### src/hdl/ssr_pkg.sv
package ssr_pkg;

  // ==========================================================
  // widths and field positions
  // ==========================================================
  localparam int unsigned SSR_W        = 16;
  localparam int unsigned SSR_MSB      = 15;
  localparam int unsigned SSR_BYTE_W   = 8;
  localparam int unsigned SSR_WAIT_TRG = 3;

  // status byte bit positions
  localparam int unsigned SSR_STB_ERRQ = 2;
  localparam int unsigned SSR_STB_QUES = 3;
  localparam int unsigned SSR_STB_MAV  = 4;
  localparam int unsigned SSR_STB_ESB  = 5;
  localparam int unsigned SSR_STB_RQS  = 6;
  localparam int unsigned SSR_STB_OPER = 7;

  // ==========================================================
  // register select codes for the query port
  // ==========================================================
  localparam logic [3:0] SSR_SEL_COND = 4'h0;
  localparam logic [3:0] SSR_SEL_RISE = 4'h1;
  localparam logic [3:0] SSR_SEL_FALL = 4'h2;
  localparam logic [3:0] SSR_SEL_EVNT = 4'h3;
  localparam logic [3:0] SSR_SEL_MASK = 4'h4;

  // register group codes
  localparam logic [2:0] SSR_GRP_OPER = 3'h0;
  localparam logic [2:0] SSR_GRP_QUES = 3'h1;
  localparam logic [2:0] SSR_GRP_STD  = 3'h2;
  localparam logic [2:0] SSR_GRP_TOP  = 3'h3;
  localparam logic [2:0] SSR_GRP_PPM  = 3'h4;

  // reset values
  localparam logic [15:0] SSR_RST_RISE = 16'h7FFF;
  localparam logic [15:0] SSR_RST_ZERO = 16'h0000;

  // ==========================================================
  // carriers
  // ==========================================================
  typedef struct packed {
    logic        rd;
    logic        wr;
    logic [2:0]  grp;
    logic [3:0]  sel;
    logic [15:0] wdata;
  } ssr_req_t;

  typedef struct packed {
    logic        valid;
    logic [15:0] rdata;
  } ssr_rsp_t;

endpackage : ssr_pkg

### src/hdl/ssr_part.sv
`timescale 1ns/1ns
// one five-part 16-bit status register
module ssr_part
  import ssr_pkg::*;
#(
  parameter int unsigned W = SSR_W
)(
  // clock and reset
  input  wire logic         mclk_i,
  input  wire logic         rst_n_i,
  // live conditions
  input  wire logic [W-1:0] cond_i,
  // controller access
  input  wire logic         wr_rise_i,
  input  wire logic         wr_fall_i,
  input  wire logic         wr_mask_i,
  input  wire logic         rd_evnt_i,
  input  wire logic [W-1:0] wdata_i,
  // register contents
  output logic      [W-1:0] cond_o,
  output logic      [W-1:0] rise_o,
  output logic      [W-1:0] fall_o,
  output logic      [W-1:0] evnt_o,
  output logic      [W-1:0] mask_o,
  output logic              sum_o
);

  typedef struct packed {
    logic [W-1:0] prev;
    logic [W-1:0] rise;
    logic [W-1:0] fall;
    logic [W-1:0] evnt;
    logic [W-1:0] mask;
  } ssr_part_st_t;

  ssr_part_st_t st;
  ssr_part_st_t next_st;
  logic [W-1:0] cond_m;
  logic [W-1:0] hits;
  logic [W-1:0] top_zero;

  // top bit forced low so parts read as positive integers
  assign top_zero = {1'b0, {(W-1){1'b1}}};
  assign cond_m   = cond_i & top_zero;

  // ==========================================================
  // edge filtering into the event latch
  // ==========================================================
  always_comb
  begin
    next_st      = st;
    next_st.prev = cond_m;
    hits = (cond_m & ~st.prev & st.rise)
         | (~cond_m & st.prev & st.fall);
    // read clears, but a fresh edge in that cycle survives
    if (rd_evnt_i)
      next_st.evnt = hits;
    else
      next_st.evnt = st.evnt | hits;
    if (wr_rise_i)
      next_st.rise = wdata_i & top_zero;
    if (wr_fall_i)
      next_st.fall = wdata_i & top_zero;
    if (wr_mask_i)
      next_st.mask = wdata_i & top_zero;
  end

  always_ff @(posedge mclk_i)
  begin
    if (!rst_n_i)
    begin
      st.prev <= '0;
      st.rise <= SSR_RST_RISE[W-1:0];
      st.fall <= SSR_RST_ZERO[W-1:0];
      st.evnt <= '0;
      st.mask <= SSR_RST_ZERO[W-1:0];
    end
    else
      st <= next_st;
  end

  // condition part is the live input, never stored or written
  assign cond_o = cond_m;
  assign rise_o = st.rise;
  assign fall_o = st.fall;
  assign evnt_o = st.evnt;
  assign mask_o = st.mask;
  assign sum_o  = |(st.evnt & st.mask);

endmodule : ssr_part

### src/hdl/ssr_hier.sv
`timescale 1ns/1ns
// Contract
// - five parts, 16 bits, shared bit positions
// - bit 15 of every part reads zero
// - operation bit 3 is waiting-for-trigger
// - live part follows hardware or lower summary
// - live part read-only, reads don't change
// - rising edge sets event if filter set
// - falling edge sets event if filter set
// - edge filters freely readable and writable
// - event part latches, read returns then clears
// - events set only through filters, continuously
// - summary is OR of event AND mask
// - enable mask freely readable and writable
// - summary feeds next higher live part
// - request mask and standard mask act as enables
// - status byte gathers three register summaries
// - message-available bit shows output buffer data
// - individual flag selected by parallel poll mask
// - all registers and error queue are readable; the error queue here only sets status bit 2
// - request on masked rise, mask bit 6 ignored
// - individual flag ORs byte AND mask, bit 6 in
module ssr_hier
  import ssr_pkg::*;
#(
  parameter int unsigned W = SSR_W
)(
  // clock and reset
  input  wire logic         mclk_i,
  input  wire logic         rst_n_i,
  // hardware conditions (asynchronous)
  input  wire logic [W-1:0] oper_cond_i,
  input  wire logic [W-1:0] ques_cond_i,
  input  wire logic         wait_trig_i,
  // standard event pulses from the command engine
  input  wire logic [7:0]   std_event_i,
  // output buffer and error queue state
  input  wire logic         out_buf_avail_i,
  input  wire logic         err_queue_avail_i,
  // controller query port
  input  wire ssr_req_t     req_i,
  output ssr_rsp_t          rsp_o,
  // status byte, service request and individual flag
  output logic [7:0]        top_status_byte_o,
  output logic              service_req_o,
  output logic              individual_status_flag_o
);

  typedef struct packed {
    logic [W-1:0] oper_s1;
    logic [W-1:0] oper_s2;
    logic [W-1:0] ques_s1;
    logic [W-1:0] ques_s2;
    logic         trig_s1;
    logic         trig_s2;
    logic [7:0]   std_evt;
    logic [7:0]   std_mask;
    logic [7:0]   srq_mask;
    logic [7:0]   ppoll_mask;
    logic [7:0]   stb_prev;
    logic         srq;
    logic         rsp_valid;
    logic [15:0]  rsp_data;
  } ssr_hier_st_t;

  ssr_hier_st_t st;
  ssr_hier_st_t next_st;

  logic [W-1:0] oper_cond;
  logic [W-1:0] oper_rise;
  logic [W-1:0] oper_fall;
  logic [W-1:0] oper_evnt;
  logic [W-1:0] oper_mask;
  logic         oper_sum;
  logic [W-1:0] ques_cond;
  logic [W-1:0] ques_rise;
  logic [W-1:0] ques_fall;
  logic [W-1:0] ques_evnt;
  logic [W-1:0] ques_mask;
  logic         ques_sum;
  logic [W-1:0] oper_in;
  logic         std_sum;
  logic [7:0]   stb_base;
  logic [7:0]   stb;
  logic         wr_oper;
  logic         wr_ques;
  logic         rd_oper;
  logic         rd_ques;
  logic         std_rd;

  // ==========================================================
  // operation conditions with waiting-for-trigger on bit 3
  // ==========================================================
  always_comb
  begin
    oper_in               = st.oper_s2;
    oper_in[SSR_WAIT_TRG] = st.trig_s2;
  end

  // access strobes per register group
  assign wr_oper = req_i.wr && (req_i.grp == SSR_GRP_OPER);
  assign wr_ques = req_i.wr && (req_i.grp == SSR_GRP_QUES);
  assign rd_oper = req_i.rd && (req_i.grp == SSR_GRP_OPER)
                   && (req_i.sel == SSR_SEL_EVNT);
  assign rd_ques = req_i.rd && (req_i.grp == SSR_GRP_QUES)
                   && (req_i.sel == SSR_SEL_EVNT);
  assign std_rd  = req_i.rd && (req_i.grp == SSR_GRP_STD)
                   && (req_i.sel == SSR_SEL_EVNT);

  // ==========================================================
  // the two scpi five-part registers
  // ==========================================================
  ssr_part #(.W(W)) u_oper (
    .mclk_i    (mclk_i),
    .rst_n_i   (rst_n_i),
    .cond_i    (oper_in),
    .wr_rise_i (wr_oper && (req_i.sel == SSR_SEL_RISE)),
    .wr_fall_i (wr_oper && (req_i.sel == SSR_SEL_FALL)),
    .wr_mask_i (wr_oper && (req_i.sel == SSR_SEL_MASK)),
    .rd_evnt_i (rd_oper),
    .wdata_i   (req_i.wdata[W-1:0]),
    .cond_o    (oper_cond),
    .rise_o    (oper_rise),
    .fall_o    (oper_fall),
    .evnt_o    (oper_evnt),
    .mask_o    (oper_mask),
    .sum_o     (oper_sum)
  );

  ssr_part #(.W(W)) u_ques (
    .mclk_i    (mclk_i),
    .rst_n_i   (rst_n_i),
    .cond_i    (st.ques_s2),
    .wr_rise_i (wr_ques && (req_i.sel == SSR_SEL_RISE)),
    .wr_fall_i (wr_ques && (req_i.sel == SSR_SEL_FALL)),
    .wr_mask_i (wr_ques && (req_i.sel == SSR_SEL_MASK)),
    .rd_evnt_i (rd_ques),
    .wdata_i   (req_i.wdata[W-1:0]),
    .cond_o    (ques_cond),
    .rise_o    (ques_rise),
    .fall_o    (ques_fall),
    .evnt_o    (ques_evnt),
    .mask_o    (ques_mask),
    .sum_o     (ques_sum)
  );

  // ==========================================================
  // status byte assembly
  // ==========================================================
  assign std_sum = |(st.std_evt & st.std_mask);

  always_comb
  begin
    stb_base = '0;
    stb_base[SSR_STB_ERRQ] = err_queue_avail_i;
    stb_base[SSR_STB_QUES] = ques_sum;
    stb_base[SSR_STB_MAV]  = out_buf_avail_i;
    stb_base[SSR_STB_ESB]  = std_sum;
    stb_base[SSR_STB_OPER] = oper_sum;
    stb = stb_base;
    // summary bit 6 covers the others, so its own mask is dropped
    stb[SSR_STB_RQS] = |(stb_base & st.srq_mask
                         & ~(8'h01 << SSR_STB_RQS));
  end

  // ==========================================================
  // next state: sync, std events, masks, request, query answers
  // ==========================================================
  always_comb
  begin
    next_st           = st;
    // two-flop capture of pin conditions
    next_st.oper_s1   = oper_cond_i;
    next_st.oper_s2   = st.oper_s1;
    next_st.ques_s1   = ques_cond_i;
    next_st.ques_s2   = st.ques_s1;
    next_st.trig_s1   = wait_trig_i;
    next_st.trig_s2   = st.trig_s1;
    // standard events: new pulses win over read clear
    if (std_rd)
      next_st.std_evt = std_event_i;
    else
      next_st.std_evt = st.std_evt | std_event_i;
    if (req_i.wr && (req_i.sel == SSR_SEL_MASK))
    begin
      unique case (req_i.grp)
        SSR_GRP_STD: next_st.std_mask   = req_i.wdata[7:0];
        SSR_GRP_TOP: next_st.srq_mask   = req_i.wdata[7:0];
        SSR_GRP_PPM: next_st.ppoll_mask = req_i.wdata[7:0];
        default: ;
      endcase
    end
    // request on a masked rise of any bit except 6
    next_st.stb_prev = stb;
    if (|(stb & ~st.stb_prev & st.srq_mask
          & ~(8'h01 << SSR_STB_RQS)))
      next_st.srq = 1'b1;
    else if (!stb[SSR_STB_RQS])
      next_st.srq = 1'b0;
    // registered answer, one cycle after a read
    next_st.rsp_valid = req_i.rd;
    next_st.rsp_data  = '0;
    unique case (req_i.grp)
      SSR_GRP_OPER:
        unique case (req_i.sel)
          SSR_SEL_COND: next_st.rsp_data = oper_cond;
          SSR_SEL_RISE: next_st.rsp_data = oper_rise;
          SSR_SEL_FALL: next_st.rsp_data = oper_fall;
          SSR_SEL_EVNT: next_st.rsp_data = oper_evnt;
          SSR_SEL_MASK: next_st.rsp_data = oper_mask;
          default: ;
        endcase
      SSR_GRP_QUES:
        unique case (req_i.sel)
          SSR_SEL_COND: next_st.rsp_data = ques_cond;
          SSR_SEL_RISE: next_st.rsp_data = ques_rise;
          SSR_SEL_FALL: next_st.rsp_data = ques_fall;
          SSR_SEL_EVNT: next_st.rsp_data = ques_evnt;
          SSR_SEL_MASK: next_st.rsp_data = ques_mask;
          default: ;
        endcase
      SSR_GRP_STD:
        if (req_i.sel == SSR_SEL_EVNT)
          next_st.rsp_data = {8'h00, st.std_evt};
        else if (req_i.sel == SSR_SEL_MASK)
          next_st.rsp_data = {8'h00, st.std_mask};
      SSR_GRP_TOP:
        if (req_i.sel == SSR_SEL_MASK)
          next_st.rsp_data = {8'h00, st.srq_mask};
        else
          next_st.rsp_data = {8'h00, stb};
      SSR_GRP_PPM:
        next_st.rsp_data = {8'h00, st.ppoll_mask};
      default: ;
    endcase
    if (!req_i.rd)
      next_st.rsp_data = st.rsp_data;
  end

  always_ff @(posedge mclk_i)
  begin
    if (!rst_n_i)
    begin
      st.oper_s1    <= '0;
      st.oper_s2    <= '0;
      st.ques_s1    <= '0;
      st.ques_s2    <= '0;
      st.trig_s1    <= 1'b0;
      st.trig_s2    <= 1'b0;
      st.std_evt    <= 8'h00;
      st.std_mask   <= 8'h00;
      st.srq_mask   <= 8'h00;
      st.ppoll_mask <= 8'h00;
      st.stb_prev   <= 8'h00;
      st.srq        <= 1'b0;
      st.rsp_valid  <= 1'b0;
      st.rsp_data   <= SSR_RST_ZERO;
    end
    else
      st <= next_st;
  end

  // ==========================================================
  // outputs
  // ==========================================================
  assign rsp_o.valid       = st.rsp_valid;
  assign rsp_o.rdata       = st.rsp_data;
  assign top_status_byte_o = stb;
  assign service_req_o     = st.srq;
  // flag uses bit 6 too, unlike the request mask
  assign individual_status_flag_o =
           |(stb & st.ppoll_mask);

endmodule : ssr_hier

### config.mk
export PLATFORM = sky130hd
export DESIGN_NAME = ssr_hier
export DESIGN_NICKNAME = d
export VERILOG_FILES = /design/src/hdl/ssr_pkg.sv /design/src/hdl/ssr_part.sv /design/src/hdl/ssr_hier.sv
export SDC_FILE = /design/constraint.sdc
export NUM_CORES = 1
export LEC_CHECK = 0
export BUFFER_PORTS_ARGS = -buffer_cell sky130_fd_sc_hd__buf_2
export CAP_MARGIN = 20
export CORE_ASPECT_RATIO = 0.5
export CORE_MARGIN = 3
export CORE_UTILIZATION = 50
export CTS_BUF_LIST = sky130_fd_sc_hd__clkbuf_8
export DETAILED_ROUTE_END_ITERATION = 10
export PLACE_DENSITY = 0.69
export SLEW_MARGIN = 20
export SYNTH_ARGS = -nofsm -noshare
export SYNTH_HDL_FRONTEND = slang
export SYNTH_SLANG_ARGS = --single-unit
export TNS_END_PERCENT = 1
### constraint.sdc
create_clock -name mclk_i -period 2.9 [get_ports mclk_i]
set_input_delay 0.725 -clock mclk_i [delete_from_list [all_inputs] [get_ports mclk_i]]
set_output_delay 0.725 -clock mclk_i [all_outputs]
set_load 0.03 [all_outputs]
### After elaboration in Yosys (flattened, before gate mapping)

Index checks and enable logic that the tools add are counted.

* equal/unequal tests: 9
* multiplexer cells: 11
* bitwise gates (word level): 25
* reduce and logical (&&, ||, !) cells: 26

Operator list (count)
* case mux 16 bit (5 select lines): 3
* AND 16 x 15 -> 16 bit: 6
* bitwise OR 16 bit: 4
* AND 8 bit: 5
* AND 15 x 16 -> 16 bit: 2
* AND 16 bit: 2
* 2-to-1 mux 16 bit: 2
* 2-to-1 mux 8 bit: 4
* NOT 15 -> 16 bit: 2
* NOT 16 bit: 2
* OR reduction 16 bit: 2
* OR reduction 8 bit: 2
* logical AND 1 bit: 15
* OR reduction 7 bit: 2
* equality test 4 x 2 -> 1 bit (second input constant): 2
* NOT 8 bit: 1
* bitwise OR 8 bit: 1
* equality test 3 x 2 -> 1 bit (second input constant): 2
* AND reduction 2 bit: 3
* equality test 4 x 1 -> 1 bit (second input constant): 1
* equality test 4 x 3 -> 1 bit (second input constant): 1
* logical NOT 4 bit: 1
* equality test 3 x 1 -> 1 bit (second input constant): 1
* equality test 3 bit (second input constant): 1
* 3 further kinds: 4

* register bits: 274
* input bits: 70
* output and inout port bits: 27

### Longest topological paths before layout

* word-level depth: 8
* gate-level depth with buffers: 8
* mapped depth without buffers: 5

### By module

A second synthesis with hierarchy kept.

* cells, all modules: 1300
* area, all modules: 12568.3 um^2

By module, submodules not included
* ssr_part: times used 2, cells an instance 360, area each 3520.9 um^2, seq. area each 1501.4 um^2
* ssr_hier: times used 1, cells an instance 580, area each 5526.6 um^2, seq. area each 2382.3 um^2

### Worst setup path before layout

OpenSTA, ideal clock, no wires.

* path type: flip-flop to output port
* start: register u_oper.st, in the netlist u_oper.evnt_o[10]
* end: output individual_status_flag_o
* arrival: 1.774 ns
* data required time: 2.175 ns
* path slack: 0.401 ns
* stages on the path, launching flop included: 6
* path buffers: 0
* path through: dfxtp_1 a222oi_1 and3_2 nand3_4 a221o_2 a221o_1

RTL lines
* start, declared: RTL line ssr_part.sv:36 `ssr_part_st_t st;`
* start signal, assigned: RTL line ssr_part.sv:79 `st <= next_st;`
* end, declared: RTL line ssr_hier.sv:46 `output logic individual_status_flag_o`

### Final worst setup path

* start: register u_ques.st, in the netlist u_ques.evnt_o[9]
* end: output individual_status_flag_o

* cells in the longest elaborated chain, start to end: 6

Ends and longest elaborated chain
* start, declared: RTL line ssr_part.sv:36
* start signal, assigned: RTL line ssr_part.sv:79
* AND 16 x 15 -> 16 bit *: RTL line ssr_part.sv:88 `assign sum_o = |(st.evnt & st.mask);`
* OR reduction 16 bit *: RTL line ssr_part.sv:88
* AND 8 bit: RTL line ssr_hier.sv:162 `stb[SSR_STB_RQS] = |(stb_base & st.srq_mask`
* OR reduction 7 bit: RTL line ssr_hier.sv:162
* AND 8 bit *: RTL line ssr_hier.sv:272 `|(stb & st.ppoll_mask);`
* OR reduction 8 bit *: RTL line ssr_hier.sv:272

Every way passes the cells marked *; elsewhere a longest branch is shown, timed or not.

==> qor.csv <==
stage,metric,value,unit
sta,Setup Skew,0.0114,ns
grt,number of global-route vias before repair,8880,
pwr,Power Density,562,mW/mm2
sta,Worst Tran Pin Value,0.949,ns
routing,initial DRC count,1177,
synthesis,"EDFF count, synth",0,
clocking,Max clock buf depth,3,
worst_setup_path,Slowest Stage Delay on Critical Path,0.41,ns
synthesis,"Top FF cell, synth",dfxtp_1,
worst_setup_path,R2R Path Start,u_oper.evnt_o[13]$_SDFF_PN0_,
sta,Period minus WS final,3.30,ns
pwr,Logic pwr share,6.9,%
worst_setup_path,RR Endpoint,service_req_o$_SDFFE_PN0P_,
sta,Fmax,303,MHz
sta,relative max-transition margin,36.3,%
finish,Layout area overhead,12.6,%
synthesis,Synth warnings,0,
finish,share of cells above drive strength 1,18.2,%
sta,"Worst Setup Slack, final",-0.403,ns
routing,Final ANT Viol Nets,0,
floorplan,Site Rows,37,
outcome,violated checks,setup timing,
pwr,Clock power frac,38.3,%
worst_setup_path,Worst EP required,2.17,ns
synthesis,post-synthesis sequential area ratio,48.5,%
pwr,NetSw,1680,uW
grt,grt ovf,0,
pwr,Flop pwr share,54.8,%
routing,final routed DRC violation total,0,
worst_setup_path,slowest CP cell,a222oi_1,
outcome,status,finished with violations,
floorplan,Die X,215,um
grt,pin count of the biggest net entering global routing,75,
grt,GR Util All Layers,26.1,%
sta,Final Hold Fails,0,
floorplan,initial core utilization,52.0,%
clocking,clk root buf,clkbuf_8,
placement,placed cell count,1531,
placement,I/O Buffers,90,
grt,initial antenna violation count,1,
synthesis,ys async rst share,0,%
synthesis,count of different cell masters after synthesis,60,
finish,fin nets,1353,
floorplan,die area,0.0238,mm2
grt,first-pass GRT wire length,49400,um
worst_setup_path,"Cell Chain, Critical Path",a222oi_1 > and3_4 > nand4_4 > a221o_2 > a221o_1 > buf_6,
worst_setup_path,CP startpoint,u_ques.evnt_o[9]$_SDFF_PN0_,
clocking,"Reg clk slew, reported paths",0.07,ns
placement,GP Congestion,0.916,
worst_setup_path,Worst setup EP type,output port,
clocking,Skew-Pair Late Insertion Delay,0.53,ns
worst_setup_path,"critical path fanouts, max",3,
job,max-cap viol count,0,
worst_setup_path,Reg2Reg Depth,6,
clocking,hold-fix buffers at CTS,0,
routing,Total Routed Length,31700,um
worst_hold_path,WHS Path Cells,2,
sta,RSZ-0062 raised after global routing,true,
pwr,peak supply drop,218,uV
worst_hold_path,HP Start,oper_cond_i[13],
finish,fill cell total of the finished layout,1849,
synthesis,combinational family with the most area after synthesis,simple AND/OR/NAND/NOR gates,
clocking,Inserted Clock Buffers,37,
floorplan,Ports,97,
worst_hold_path,Worst Hold End,next_st[105]$_SDFF_PN0_,
synthesis,Synth Cell Area,0.0109,mm2
pwr,cell-internal power,5250,uW
synthesis,compound-gate portion of the synthesized area,16.3,%
placement,Post-DP HPWL,21500,um
finish,"most common cell after layout, fill and taps aside",dfxtp_1,
floorplan,core area,0.0210,mm2
synthesis,top-area cell type share of the netlist area,48.5,%
sta,Tcrit/Tclk final,114,%
sta,Final Setup Violations,2,
finish,Layout Cells excl Fill,1592,
worst_setup_path,crit path DAT,2.58,ns
clocking,CTS tree,built,
synthesis,adder-cell share of the synthesized area,0,%
routing,post-DR wirelength/cell,19.9,um
worst_hold_path,Worst Hold Class,in2reg,
synthesis,Synth area leaders,"dfxtp_1, nand2_1, and2_1, a21oi_1, mux2i_1",
pwr,Total Power,6920,uW
pwr,Net Sw Frac,24.2,%
routing,DRT Pass-1 Iters,8,
synthesis,Synth Area per Inst,9.01,um2
routing,DR vias/cell,5.86,
clocking,Sink Count,265,
finish,Util after Layout,58.6,%
finish,most frequent cells in the layout,"dfxtp_1, nand2_1, a21oi_1",
floorplan,die span in y,111,um
synthesis,"FF+latch count, synth",265,
pwr,leak pwr,0.00493,uW
sta,Max Slew Vio Count,0,
synthesis,multiplexer share of the synthesized area,6.86,%
synthesis,Synth Area in XOR/XNOR,0,%
finish,ant diodes,0,
worst_setup_path,crit path launch type,flop,
worst_setup_path,"reg-to-reg slack, setup",0.86,ns
synthesis,Post-Synth Simple-Gate Area,22.8,%
routing,vias post-DR,9323,
synthesis,Gate Count Post-Synth,1213,
placement,Post-Place Worst Slack,0.123,ns
worst_setup_path,WS Path Type,reg2out,
clocking,H-Tree Depth,2,
synthesis,Yosys top cell by area,dfxtp_1,
## cell type report
cell class	count	area, um2	area share [%]
Multi-Input combinational cell	830	5070	41.2
Timing Repair Buffer	139	883	7.17
Sequential cell	265	5310	43.1
Clock buffer	43	592	4.81
Clock inverter	13	55.1	0.447
Inverter	10	38.8	0.315
Tap cell	292	365	2.97
## worst max-delay path by stage
stage                                          end  slack, ns  depth (start not counted)
after floorplan           individual_status_flag_o       0.40                          5
after global placement       rsp_o[5]$_SDFFE_PN0P_       0.10                          7
after detailed placement  individual_status_flag_o       0.12                          6
after CTS                 individual_status_flag_o      -0.38                          6
after global routing      individual_status_flag_o      -0.46                          6
final                     individual_status_flag_o      -0.40                          6
## power groups by stage
stage / logic [uW] / clock network, uW / registers, uW
after floorplan: 305 / 0 / 3850
after global placement: 459 / 0 / 3870
after detailed placement: 467 / 0 / 3870
after CTS: 469 / 2710 / 3790
after global routing: 515 / 2890 / 3800
final: 475 / 2650 / 3790
## cell families after synthesis
kind of cell | Yosys count
DFF | 265
other | 1
and+or+nand+nor | 504
buffers and inverters | 119
muxes | 57
AOI/OAI and AO/OA | 267
## synth_stat cells, drive strengths merged, types with 2 or more instances
master   count
dfxtp      265
nand2      225
a21oi      102
and2        97
nor2        67
buf         58
clkbuf      51
nand3       43
o21ai       37
a22o        32
mux2i       31
nand3b      31
a22oi       29
o22ai       17
a222oi      16
mux2        13
mux4        13
inv          9
nor2b        9
nand4        8
a221o        6
and3         5
a21boi       4
a32oi        4
nor3         4
nor3b        4
o2bb2ai      4
a221oi       3
a31oi        2
and3b        2
nor4b        2
o211ai       2
o31a         2
o32ai        2
or2          2
or3b         2
## repair_timing
action / 4_1_cts / 5_1_grt
setup endpoints to repair: 2 / 3
endpoints found under the hold margin: 0 / 0
gates resized for setup: 7 / 4
setup buffers: 1 / 4
pin swaps: 4 / 6
## worst max-delay path: cells and delay by family (launching register included)
| kind | cells | cell delay (ns) |
|---|---|---|
| simple gates | 2 | 0.42 |
| buf+inv | 1 | 0.15 |
| compound gates | 3 | 1.15 |
| flops | 1 | 0.33 |
## state kept, by name (all words and copies together), names as in the netlist
register and count:
oper_in 15, u_oper.fall_o 15, u_ques.evnt_o 15, u_ques.mask_o 15, u_oper.rise_o 15, u_ques.rise_o 15, u_ques.fall_o 15, st 52
rsp_o 17, u_oper.evnt_o 15, u_ques.st 15, service_req_o 1, u_oper.mask_o 15, u_oper.st 15, next_st 30
## per-stage QoR
stage          instance area, um2  hold WS [ns]  setup TNS, ns
6_report                    12300         0.403         -0.592
5_1_grt                     12300         0.375         -0.763
4_1_cts                     12300         0.381         -0.582
3_5_place_dp                11600         0.419              0
3_3_place_gp                11600         0.414              0
2_1_floorplan               10900         0.412              0
## layer usage
| metal | global-route usage (%) | vias to the layer above | part of all wire [%] |
|---|---|---|---|
| li1 | - | 4347 | - |
| met1 | 37.3 | 4489 | 45 |
| met2 | 39.6 | 424 | 43 |
| met3 | 6.82 | 61 | 10 |
| met4 | 6.16 | 2 | 1.9 |
| met5 | 0 | - | 0.041 |
No activity file was read; power rests on OpenSTA's default activity.
